===== src/verilog/stpb_pkg.sv =====
// package: constants and encodings of the serial to pin and 2-wire bridge
package stpb_pkg;
  // ----------------------------------------------------------------
  // clock and timing
  // ----------------------------------------------------------------
  localparam int SYS_CLK_HZ    = 250_000_000;
  localparam int SYS_PERIOD_NS = 4;
  localparam int BAUD_BPS      = 57600;
  localparam int BIT_CYC_DEF   = SYS_CLK_HZ / BAUD_BPS;
  localparam int BIT_CNT_W     = 13;
  localparam int TWI_QTR_NS    = 2500;
  localparam int TWI_QTR_CYC   = (TWI_QTR_NS + SYS_PERIOD_NS - 1) / SYS_PERIOD_NS;
  localparam int TWI_CNT_W     = 10;
  localparam int HB_SLOW_MS    = 250;
  localparam int HB_SLOW_DEF   = HB_SLOW_MS * (SYS_CLK_HZ / 1000);
  localparam int HB_FAST_SHIFT = 3;
  // ----------------------------------------------------------------
  // pins: index 0..10 is pin 1..11
  // ----------------------------------------------------------------
  localparam int NUM_PINS = 11;
  localparam int PIN_HB   = 2;
  localparam int PIN_SCL  = 9;
  localparam int PIN_SDA  = 10;
  // ----------------------------------------------------------------
  // serial commands and answers
  // ----------------------------------------------------------------
  localparam logic [7:0] CMD_TWI_START = 8'hA0;
  localparam logic [7:0] CMD_TWI_WRITE = 8'hA1;
  localparam logic [7:0] CMD_TWI_READ  = 8'hA2;
  localparam logic [7:0] CMD_TWI_STOP  = 8'hA3;
  localparam logic [7:0] CMD_TWI_TOG9  = 8'hA4;
  localparam logic [7:0] CMD_REV       = 8'hC2;
  localparam logic [7:0] CMD_PIN_WR    = 8'hE1;
  localparam logic [7:0] CMD_PIN_RD    = 8'hE2;
  localparam logic [7:0] CMD_PIN_REL   = 8'hE3;
  localparam logic [7:0] CMD_HB        = 8'hE4;
  localparam logic [7:0] ACK_XOR       = 8'h10;
  localparam logic [7:0] ERR_CODE      = 8'hFA;
  localparam int         BANNER_LEN    = 9;
  // ----------------------------------------------------------------
  // register map (byte addresses) and fields
  // ----------------------------------------------------------------
  localparam logic [7:0] REG_CTRL = 8'h00;
  localparam logic [7:0] REG_DIV  = 8'h04;
  localparam logic [7:0] REG_STAT = 8'h08;
  localparam logic [7:0] REG_PINS = 8'h0C;
  localparam int CTRL_HB_EN   = 0;
  localparam int CTRL_HB_FAST = 1;
  localparam logic [2:0] AHB_SIZE_WORD = 3'h2;
  localparam logic [1:0] AHB_RESP_OKAY = 2'h0;
  // ----------------------------------------------------------------
  // enumerations
  // ----------------------------------------------------------------
  typedef enum logic [2:0] {ST_BANNER, ST_CMD1, ST_CMD2, ST_EXEC, ST_TWI, ST_REPLY}
    stpb_state_type;
  typedef enum logic [2:0] {OP_START, OP_WRITE, OP_READ, OP_STOP, OP_TOG9} stpb_op_type;
endpackage


===== src/verilog/stpb_uart.sv =====
// serial link: 8N1 receiver and transmitter, lsb first
`timescale 1ns/1ps
module stpb_uart
  import stpb_pkg::*;
#(
  parameter int BIT_CYC = BIT_CYC_DEF
) (
  input  wire logic       sysClk,   // system clock
  input  wire logic       rstn,     // synchronised reset, active low
  input  wire logic       clr,      // hold idle
  input  wire logic       rxd,      // serial in
  output logic            txd,      // serial out
  output logic [7:0]      rxByte,   // received byte
  output logic            rxValid,  // one-cycle pulse with rxByte
  input  wire logic [7:0] txByte,   // byte to send
  input  wire logic       txValid,  // send request
  output logic            txReady   // transmitter idle
);
  typedef struct packed {
    logic [BIT_CNT_W-1:0] rxCnt;
    logic [3:0]           rxBit;
    logic                 rxBusy;
    logic [7:0]           rxSh;
    logic [7:0]           rxByte;
    logic                 rxValid;
    logic [BIT_CNT_W-1:0] txCnt;
    logic [3:0]           txBit;
    logic                 txBusy;
    logic [8:0]           txSh;
    logic                 txd;
  } stpb_uart_type;

  stpb_uart_type q, d;

  always_comb begin
    d = q;
    d.rxValid = 1'b0;
    // ----------------------------------------------------------------
    // receive, sampled mid-bit
    // ----------------------------------------------------------------
    if (!q.rxBusy) begin
      if (!rxd) begin
        d.rxBusy = 1'b1;
        d.rxBit  = 4'h0;
        d.rxCnt  = BIT_CNT_W'(BIT_CYC / 2);
      end
    end else if (q.rxCnt != '0) begin
      d.rxCnt = q.rxCnt - 1'b1;
    end else begin
      d.rxCnt = BIT_CNT_W'(BIT_CYC - 1);
      d.rxBit = q.rxBit + 1'b1;
      if (q.rxBit == 4'h0) begin
        // a glitch is not a start bit
        d.rxBusy = !rxd;
      end else if (q.rxBit == 4'h9) begin
        d.rxBusy = 1'b0;
        if (rxd) begin
          d.rxValid = 1'b1;
          d.rxByte  = q.rxSh;
        end
      end else begin
        d.rxSh = {rxd, q.rxSh[7:1]};
      end
    end
    // ----------------------------------------------------------------
    // transmit
    // ----------------------------------------------------------------
    if (!q.txBusy) begin
      if (txValid) begin
        d.txBusy = 1'b1;
        d.txSh   = {1'b1, txByte};
        d.txd    = 1'b0;
        d.txBit  = 4'h0;
        d.txCnt  = BIT_CNT_W'(BIT_CYC - 1);
      end
    end else if (q.txCnt != '0) begin
      d.txCnt = q.txCnt - 1'b1;
    end else if (q.txBit == 4'h9) begin
      d.txBusy = 1'b0;
      d.txd    = 1'b1;
    end else begin
      d.txd   = q.txSh[0];
      d.txSh  = {1'b0, q.txSh[8:1]};
      d.txBit = q.txBit + 1'b1;
      d.txCnt = BIT_CNT_W'(BIT_CYC - 1);
    end
    if (clr) begin
      d        = '0;
      d.txd    = 1'b1;
    end
  end

  always_ff @(posedge sysClk or negedge rstn) begin
    if (!rstn) begin
      q     <= '0;
      q.txd <= 1'b1;
    end else begin
      q <= d;
    end
  end

  assign txd     = q.txd;
  assign rxByte  = q.rxByte;
  assign rxValid = q.rxValid;
  assign txReady = !q.txBusy;
endmodule


===== src/verilog/stpb_bridge.sv =====
// top: serial command interpreter driving 2-wire bus and eleven i/o pins
`timescale 1ns/1ps
module stpb_bridge
  import stpb_pkg::*;
#(
  parameter int          BIT_CYC   = BIT_CYC_DEF,
  parameter int          HB_SLOW   = HB_SLOW_DEF,
  // banner text and revision values are arbitrary
  parameter logic [71:0] BANNER    = 72'h42_5244_4720_7231_2E30,
  parameter logic [7:0]  REV_MAJOR = 8'h01,
  parameter logic [7:0]  REV_MINOR = 8'h00
) (
  input  wire logic                sysClk,     // 250 MHz system clock
  input  wire logic                resetn,     // async reset, active low
  input  wire logic                dtrOn,      // host DTR, high when ON
  input  wire logic                rxd,        // serial data from host
  output logic                     txd,        // serial data to host
  input  wire logic [NUM_PINS-1:0] ioIn,       // pin levels
  output logic [NUM_PINS-1:0]      ioOut,      // pin output values
  output logic [NUM_PINS-1:0]      ioOe,       // pin drive enables
  input  wire logic                hsel,       // ahb slave select
  input  wire logic [31:0]         haddr,      // ahb address
  input  wire logic [1:0]          htrans,     // ahb transfer type
  input  wire logic                hwrite,     // ahb write
  input  wire logic [2:0]          hsize,      // ahb size
  input  wire logic [31:0]         hwdata,     // ahb write data
  input  wire logic                hready,     // ahb bus ready
  output logic                     hreadyout,  // ahb slave ready
  output logic [1:0]               hresp,      // ahb response
  output logic [31:0]              hrdata      // ahb read data
);
  typedef struct packed {
    stpb_state_type        st;
    logic [3:0]            banIdx;
    logic [7:0]            cmd;
    logic [7:0]            arg;
    logic [2:0][7:0]       rep;
    logic [1:0]            repCnt;
    logic [1:0]            repIdx;
    logic                  txValid;
    logic [7:0]            txByte;
    stpb_op_type           op;
    logic [1:0]            ph;
    logic [3:0]            bitNo;
    logic [TWI_CNT_W-1:0]  tick;
    logic [7:0]            sh;
    logic                  gotAck;
    logic                  sclLow;
    logic                  sdaLow;
    logic                  twiMode;
    logic [NUM_PINS-1:0]   pinOut;
    logic [NUM_PINS-1:0]   pinOe;
    logic                  hbEn;
    logic                  hbFast;
    logic [31:0]           hbDiv;
    logic [31:0]           hbCnt;
    logic                  hbLvl;
    logic [NUM_PINS-1:0]   padOut;
    logic [NUM_PINS-1:0]   padOe;
    logic                  ahbSel;
    logic                  ahbWr;
    logic [7:0]            ahbAddr;
    logic [31:0]           rdata;
  } stpb_core_type;

  stpb_core_type q, d;
  logic [1:0]    rstSync;
  logic          rstn;
  logic [7:0]    rxByte;
  logic          rxValid;
  logic          txReady;

  // ----------------------------------------------------------------
  // reset release
  // ----------------------------------------------------------------
  always_ff @(posedge sysClk or negedge resetn) begin
    if (!resetn) begin
      rstSync <= 2'b00;
    end else begin
      rstSync <= {rstSync[0], 1'b1};
    end
  end
  assign rstn = rstSync[1];

  // ----------------------------------------------------------------
  // helpers
  // ----------------------------------------------------------------
  function automatic logic pinOk(input logic [7:0] a);
    return a[7:4] < 4'(NUM_PINS);
  endfunction

  function automatic logic [7:0] bannerByte(input logic [3:0] i);
    logic [71:0] s;
    s = BANNER << (8 * i);
    return s[71:64];
  endfunction

  function automatic logic [31:0] regRead(input logic [7:0] a, input stpb_core_type c);
    logic [31:0] r;
    r = '0;
    case (a)
      REG_CTRL: begin
        r[CTRL_HB_EN]   = c.hbEn;
        r[CTRL_HB_FAST] = c.hbFast;
      end
      REG_DIV:  r = c.hbDiv;
      REG_STAT: r = {27'h000_0000, c.twiMode, 1'b0, c.st};
      REG_PINS: r = {5'h00, c.padOe, 5'h00, ioIn};
      default:  r = '0;
    endcase
    return r;
  endfunction

  // ----------------------------------------------------------------
  // serial link
  // ----------------------------------------------------------------
  stpb_uart #(.BIT_CYC(BIT_CYC)) uLink (
    .sysClk  (sysClk),
    .rstn    (rstn),
    .clr     (!dtrOn),
    .rxd     (rxd),
    .txd     (txd),
    .rxByte  (rxByte),
    .rxValid (rxValid),
    .txByte  (q.txByte),
    .txValid (q.txValid),
    .txReady (txReady)
  );

  // ----------------------------------------------------------------
  // next state
  // ----------------------------------------------------------------
  always_comb begin
    logic [31:0] lim;
    logic        sdaIn;
    logic [3:0]  p;
    lim   = q.hbFast ? (q.hbDiv >> HB_FAST_SHIFT) : q.hbDiv;
    d     = q;
    sdaIn = ioIn[PIN_SDA];
    p     = q.arg[7:4];
    if (q.txValid && txReady) begin
      d.txValid = 1'b0;
    end

    // heartbeat divider
    if (q.hbCnt + 32'h0000_0001 >= lim) begin
      d.hbCnt = '0;
      d.hbLvl = !q.hbLvl;
    end else begin
      d.hbCnt = q.hbCnt + 32'h0000_0001;
    end

    case (q.st)
      ST_BANNER: begin
        if (!q.txValid) begin
          if (q.banIdx == 4'(BANNER_LEN)) begin
            d.st = ST_CMD1;
          end else begin
            d.txByte  = bannerByte(q.banIdx);
            d.txValid = 1'b1;
            d.banIdx  = q.banIdx + 1'b1;
          end
        end
      end
      ST_CMD1: begin
        if (rxValid) begin
          d.cmd = rxByte;
          d.st  = ST_CMD2;
        end
      end
      ST_CMD2: begin
        if (rxValid) begin
          d.arg = rxByte;
          d.st  = ST_EXEC;
        end
      end
      ST_EXEC: begin
        d.st     = ST_REPLY;
        d.repIdx = 2'h0;
        d.repCnt = 2'h1;
        d.rep[0] = q.cmd ^ ACK_XOR;
        d.ph     = 2'h0;
        d.bitNo  = 4'h0;
        d.tick   = TWI_CNT_W'(TWI_QTR_CYC - 1);
        d.sh     = q.arg;
        case (q.cmd)
          CMD_TWI_START, CMD_TWI_WRITE, CMD_TWI_READ, CMD_TWI_STOP,
          CMD_TWI_TOG9: begin
            d.st      = ST_TWI;
            d.twiMode = 1'b1;
            case (q.cmd)
              CMD_TWI_START: d.op = OP_START;
              CMD_TWI_WRITE: d.op = OP_WRITE;
              CMD_TWI_READ:  d.op = OP_READ;
              CMD_TWI_STOP:  d.op = OP_STOP;
              default:       d.op = OP_TOG9;
            endcase
          end
          CMD_REV: begin
            d.rep    = {q.cmd ^ ACK_XOR, REV_MINOR, REV_MAJOR};
            d.repCnt = 2'h3;
          end
          CMD_PIN_WR: begin
            if (pinOk(q.arg)) begin
              d.pinOut[p] = q.arg[0];
              d.pinOe[p]  = 1'b1;
              if (p == 4'(PIN_SCL) || p == 4'(PIN_SDA)) begin
                d.twiMode = 1'b0;
              end
            end else begin
              d.rep[0] = ERR_CODE;
            end
          end
          CMD_PIN_RD: begin
            if (pinOk(q.arg)) begin
              d.rep    = {8'h00, q.cmd ^ ACK_XOR, 7'h00, ioIn[p]};
              d.repCnt = 2'h2;
            end else begin
              d.rep[0] = ERR_CODE;
            end
          end
          CMD_PIN_REL: begin
            if (pinOk(q.arg)) begin
              d.pinOe[p] = 1'b0;
            end else begin
              d.rep[0] = ERR_CODE;
            end
          end
          CMD_HB: begin
            d.hbEn   = q.arg[CTRL_HB_EN];
            d.hbFast = q.arg[CTRL_HB_FAST];
          end
          default: d.rep[0] = ERR_CODE;
        endcase
      end
      ST_TWI: begin
        if (q.tick != '0) begin
          d.tick = q.tick - 1'b1;
        end else begin
          d.tick = TWI_CNT_W'(TWI_QTR_CYC - 1);
          d.ph   = q.ph + 1'b1;
          case (q.op)
            OP_START: begin
              case (q.ph)
                2'h0:    d.sdaLow = 1'b0;
                2'h1:    d.sclLow = 1'b0;
                2'h2:    d.sdaLow = 1'b1;
                default: begin
                  d.sclLow = 1'b1;
                  d.st     = ST_REPLY;
                end
              endcase
            end
            OP_STOP: begin
              case (q.ph)
                2'h0:    d.sdaLow = 1'b1;
                2'h1:    d.sclLow = 1'b0;
                default: begin
                  d.sdaLow = 1'b0;
                  d.st     = ST_REPLY;
                end
              endcase
            end
            default: begin
              case (q.ph)
                2'h0: begin
                  if (q.op == OP_WRITE) begin
                    d.sdaLow = (q.bitNo != 4'h8) && !q.sh[7];
                  end else if (q.op == OP_READ) begin
                    d.sdaLow = (q.bitNo == 4'h8) && q.arg[0];
                  end else begin
                    d.sdaLow = 1'b0;
                  end
                end
                2'h1:    d.sclLow = 1'b0;
                2'h2: begin
                  if (q.bitNo != 4'h8) begin
                    d.sh = {q.sh[6:0], sdaIn};
                  end
                  d.gotAck = !sdaIn;
                end
                default: begin
                  d.sclLow = 1'b1;
                  d.bitNo  = q.bitNo + 1'b1;
                  if (q.bitNo == 4'h8) begin
                    d.sdaLow = 1'b0;
                    d.st     = ST_REPLY;
                    if (q.op == OP_READ) begin
                      d.rep    = {8'h00, q.cmd ^ ACK_XOR, q.sh};
                      d.repCnt = 2'h2;
                    end else if (q.op == OP_WRITE && !q.gotAck) begin
                      d.rep[0] = ERR_CODE;
                    end
                  end
                end
              endcase
            end
          endcase
        end
      end
      ST_REPLY: begin
        if (!q.txValid) begin
          if (q.repIdx == q.repCnt) begin
            d.st = ST_CMD1;
          end else begin
            d.txByte  = q.rep[q.repIdx];
            d.txValid = 1'b1;
            d.repIdx  = q.repIdx + 1'b1;
          end
        end
      end
      default: d.st = ST_CMD1;
    endcase

    // ----------------------------------------------------------------
    // ahb-lite slave, zero wait states
    // ----------------------------------------------------------------
    if (q.ahbSel && q.ahbWr) begin
      case (q.ahbAddr)
        REG_CTRL: begin
          d.hbEn   = hwdata[CTRL_HB_EN];
          d.hbFast = hwdata[CTRL_HB_FAST];
        end
        REG_DIV:  d.hbDiv = hwdata;
        default:  d.hbDiv = d.hbDiv;
      endcase
    end
    d.ahbSel  = hsel && hready && htrans[1] && hsize == AHB_SIZE_WORD;
    d.ahbWr   = hwrite;
    d.ahbAddr = haddr[7:0];
    d.rdata   = (hsel && hready && htrans[1] && !hwrite) ? regRead(haddr[7:0], q) : '0;

    // dtr off holds state, pin enables, 2-wire drive and heartbeat control at start-up values
    if (!dtrOn) begin
      d.st      = ST_BANNER;
      d.banIdx  = 4'h0;
      d.txValid = 1'b0;
      d.pinOe   = '0;
      d.twiMode = 1'b0;
      d.sclLow  = 1'b0;
      d.sdaLow  = 1'b0;
      d.hbEn    = 1'b1;
      d.hbFast  = 1'b0;
      d.hbCnt   = '0;
      d.hbLvl   = 1'b0;
    end

    // pad drive, registered
    for (int i = 0; i < NUM_PINS; i++) begin
      if (i == PIN_HB) begin
        d.padOut[i] = 1'b0;
        d.padOe[i]  = d.hbEn ? !d.hbLvl : (d.pinOe[i] && !d.pinOut[i]);
      end else if ((i == PIN_SCL || i == PIN_SDA) && d.twiMode) begin
        d.padOut[i] = 1'b0;
        d.padOe[i]  = (i == PIN_SCL) ? d.sclLow : d.sdaLow;
      end else begin
        d.padOut[i] = d.pinOut[i];
        d.padOe[i]  = d.pinOe[i];
      end
    end
  end

  always_ff @(posedge sysClk or negedge rstn) begin
    if (!rstn) begin
      q       <= '0;
      q.hbEn  <= 1'b1;
      q.hbDiv <= HB_SLOW;
    end else begin
      q <= d;
    end
  end

  assign ioOut     = q.padOut;
  assign ioOe      = q.padOe;
  assign hreadyout = 1'b1;
  assign hresp     = AHB_RESP_OKAY;
  assign hrdata    = q.rdata;
endmodule


===== config.mk =====
export PLATFORM = sky130hd
export DESIGN_NAME = stpb_bridge
export DESIGN_NICKNAME = d
export VERILOG_FILES = /design/src/verilog/stpb_pkg.sv /design/src/verilog/stpb_uart.sv /design/src/verilog/stpb_bridge.sv
export SDC_FILE = /design/constraint.sdc
export NUM_CORES = 1
export LEC_CHECK = 0
export CAP_MARGIN = 20
export CORE_MARGIN = 2
export CORE_UTILIZATION = 39
export CTS_BUF_LIST = sky130_fd_sc_hd__clkbuf_4
export CTS_CLUSTER_SIZE = 25
export DETAILED_ROUTE_END_ITERATION = 7
export DONT_BUFFER_PORTS = 1
export PLACE_DENSITY = 0.5
export SLEW_MARGIN = 20
export SYNTH_ARGS = -nofsm -noshare
export SYNTH_HDL_FRONTEND = slang
export SYNTH_SLANG_ARGS = --single-unit

===== constraint.sdc =====
create_clock -name sysClk -period 20.5 [get_ports sysClk]
set_input_delay 2.05 -clock sysClk [delete_from_list [all_inputs] [get_ports sysClk]]
set_output_delay 2.05 -clock sysClk [all_outputs]
set_load 0.005 [all_outputs]

==> metrics <==
outcome=complete, no violations; Root Driver=clkbuf_4; setup violators final=0; worst slack at placement=between 15000 and 20000 ps; Worst Hold Class=reg -> reg; Final nets=around 1600; die area=40800 µm²; area grow syn2layout=7.86%; share of the yosys chip area belonging to registers=47.9%; startpoint types=register; top_reg_cell synth=dfrtp_1; via count=11100; I/O Buffers=0; Synth warnings=0; largest family of logic cells by synthesized area=simple AND/OR/NAND/NOR gates; Die H=about 200 µm; WL/cell=about 19 µm; final total power=between 1.5 and 2 mW; post-layout util=42.7%; period utilization=20.7%; ys async rst share=100%; Clock Sinks=292; final worst setup slack=16250 ps; final worst path period need=4250 ps; cell area after synthesis=between 15000 and 20000 µm²; Syn Area/Cell=10.1 µm²; Critical Path Sink Type=register; first-pass GRT wire length=~64000 µm; Detailed Place HPWL=around 27000 µm; Max IR drop VDD=58.3 µV; Finished Cell Area=16500 µm²; Final Wtd Congestion=0.802; post-synthesis mux area share=about 8.2%; Max Clk Rate=235 MHz; setup TNS=0 ps; Residual DRC=0; Post-DRT Antenna Nets=0; Worst-Skew Late Latency=780 ps; max cap viols=0; die width=202 µm; DR vias/cell=5.36; Slew Viols, Final=0; maximum root-to-sink buffer count=3; Max-slew headroom=between 30% and 40%; Synth Register Bits=292; Crit path required time=about 21000 ps; Final Skew=37.4 ps; post-synthesis cell type count=81; met1 Use GR=27.1%; leakage=7.30 nW; grt total ovfl=0; Post-Synth Adder-Cell Area=between 4 and 5%; Rows=72; Boundary Pins=145; critical path fanouts, max=18; initial antenna violation count=2; Mapped Cells=1510; Initial Utilization=39.6%; CTS buffer count=84; number of enable flip-flop cells after synthesis=0; post-CTS setup buffers=0; RSZ-0062 raised after global routing=no; Worst-path clk slew=60 ps; XOR/XNOR Fraction of Synth Area=3.26%; met3 Use GR=4.74%; largest net degree at the start of global routing=about 170; CORE AREA=38600 µm²; busiest grt layer=met2; First DRT Iteration DRCs=583; Post-CTS Resized=0; overall routing resource usage=19.7%; layout cells sized above 1=~16%; H-tree Lvls=3; met2 Usage GRT=30.5%; drt pass-1 iters=8; Post-DP Area=between 15000 and 20000 µm²; CTS tree=built; Crit Path Class=reg -> reg; Synth Area in Simple Gates=roughly 17%; drt total wl=38800 µm; post-cts hold buffer count=0; complex-gate fraction of the synthesized area=13.4%; Final Hold Viols=0; number of global-route vias before repair=11400; PwrDens=91.9 nW/µm²; actual slew at the worst max-slew pin=957 ps; CP arrival=4880 ps
[routing by layer]
metal / vias to the layer above / wire length [µm]
met4: 0 / 802
li1: 5306 / -
met3: 56 / 2020
met5: - / 0
met2: 253 / 17600
met1: 5437 / 18400
[stage by stage]
stage | cells | hold WS, ps
floorplan | 1513 | 331
global placement | 1907 | 338
detailed placement | 1907 | 341
CTS | 2059 | 357
global route | 2061 | 360
finish | 2061 | 353
[synthesized netlist by cell type (5+ instances only)]
cell      number  share of area [%]
dfrtp_1      277                 45
nor2_1       139                3.4
nand2_1      112                2.7
a21oi_1       78                2.6
o21ai_0       68                2.2
buf_4         57                2.8
clkbuf_1      57                1.4
mux2i_1       57                3.7
mux2_2        55                4.0
ha_1          52                4.3
nand3_1       43                1.4
a22oi_1       42                2.1
nor2b_1       41                1.7
inv_1         37               0.91
nor3_1        31                1.0
xnor2_1       30                1.7
xor2_1        27                1.5
nand2b_1      20               0.82
and3_1        17               0.70
a21o_1        16               0.79
dfstp_2       15                2.6
nand4_1       15               0.61
and4_1        12               0.69
or3_1         12               0.49
and2_1        11               0.45
o31ai_1       10               0.49
a22o_1         9               0.52
buf_2          9               0.29
nand3b_1       9               0.44
o21a_1         9               0.44
o22ai_1        9               0.37
or4_1          9               0.44
a211oi_1       8               0.39
buf_1          8               0.20
nor4_1         7               0.29
a31oi_1        6               0.25
o221ai_1       6               0.34
or2_2          6               0.25
a21boi_0       5               0.25
a311oi_1       5               0.29
o211ai_1       5               0.25
[layout make-up]
type / instances / area (µm²)
diodes: 2 / 5.00
well taps: 518 / 648
inverters: 38 / 143
repair buffers: 7 / 65.1
flip-flops and latches: 292 / 7330
multi-input cells: 1052 / 7130
fillers: 3776 / 22100
clock inverters: 20 / 185
clock buffers: 132 / 991
[worst paths after layout]
check	cells after the start	endpoint	startpoint	slack, ps
setup / recovery	13	q[94]	q[65]	16250
hold / removal	0	rstSync[1]	rstSync[0]	350
setup reg to reg	13	q[94]	q[65]	16250
hold reg to reg	0	rstSync[1]	rstSync[0]	350
max in group asynchronous	2	q[176]	rstSync[1]	17930
min in group asynchronous	0	uLink.q[55]	rstSync[1]	400
[cells by family (layout without fill, tap and decap cells)]
kind of cell | count (synthesis) | after routing
AND/OR/NAND/NOR | 511 | 511
AO/OA/AOI/OAI | 311 | 311
flip-flops | 292 | 292
buffers and inverters | 169 | 197
multiplexers | 116 | 116
XOR/XNOR | 57 | 57
adder cells (fa/ha/maj) | 52 | 52
other | 2 | 7
[placed cells by master (no fill, tap or decap), types with 6 or more instances in the layout]
cell type / Yosys / layout
dfrtp_1: 277 / 275
nor2_1: 139 / 139
clkbuf_4: 0 / 132
nand2_1: 112 / 112
a21oi_1: 78 / 77
o21ai_0: 68 / 68
mux2i_1: 57 / 57
mux2_2: 55 / 55
ha_1: 52 / 52
nand3_1: 43 / 43
a22oi_1: 42 / 42
nor2b_1: 41 / 41
inv_1: 37 / 37
nor3_1: 31 / 31
xnor2_1: 30 / 30
xor2_1: 27 / 27
nand2b_1: 20 / 20
and3_1: 17 / 17
a21o_1: 16 / 16
nand4_1: 15 / 15
dfstp_2: 15 / 15
clkinv_1: 1 / 14
and4_1: 12 / 12
or3_1: 12 / 12
and2_1: 11 / 10
o31ai_1: 10 / 10
nand3b_1: 9 / 9
or4_1: 9 / 9
o22ai_1: 9 / 9
o21a_1: 9 / 9
a22o_1: 9 / 9
a211oi_1: 8 / 8
nor4_1: 7 / 7
or2_2: 6 / 6
a31oi_1: 6 / 6
o221ai_1: 6 / 6
buf_4: 57 / 6
[power breakdown]
part	switching (mW)	internal (mW)
registers	0.0627	0.627
logic	0.136	0.0919
clock network	0.257	0.341
[state kept, by name (all words and copies together), names as in the netlist, 2 cells and up]
name,cells
q,182
uLink.q,53
hrdata,32
ioOe,11
uLink.rxByte,8
ioOut,2
rstSync,2
[worst max-delay path: stages (launching register included)]
cell     delay (ps)
dfrtp_1         450
ha_1            280
and2_0          400
and4_1          370
nand3_1         120
xnor2_1         190
ha_1            340
nand4_1         140
or4_1           580
a21o_1          200
a21o_1          180
nand3_1         430
buf_4           350
nor2b_1          70
No activity file was read; power rests on OpenSTA's default activity.
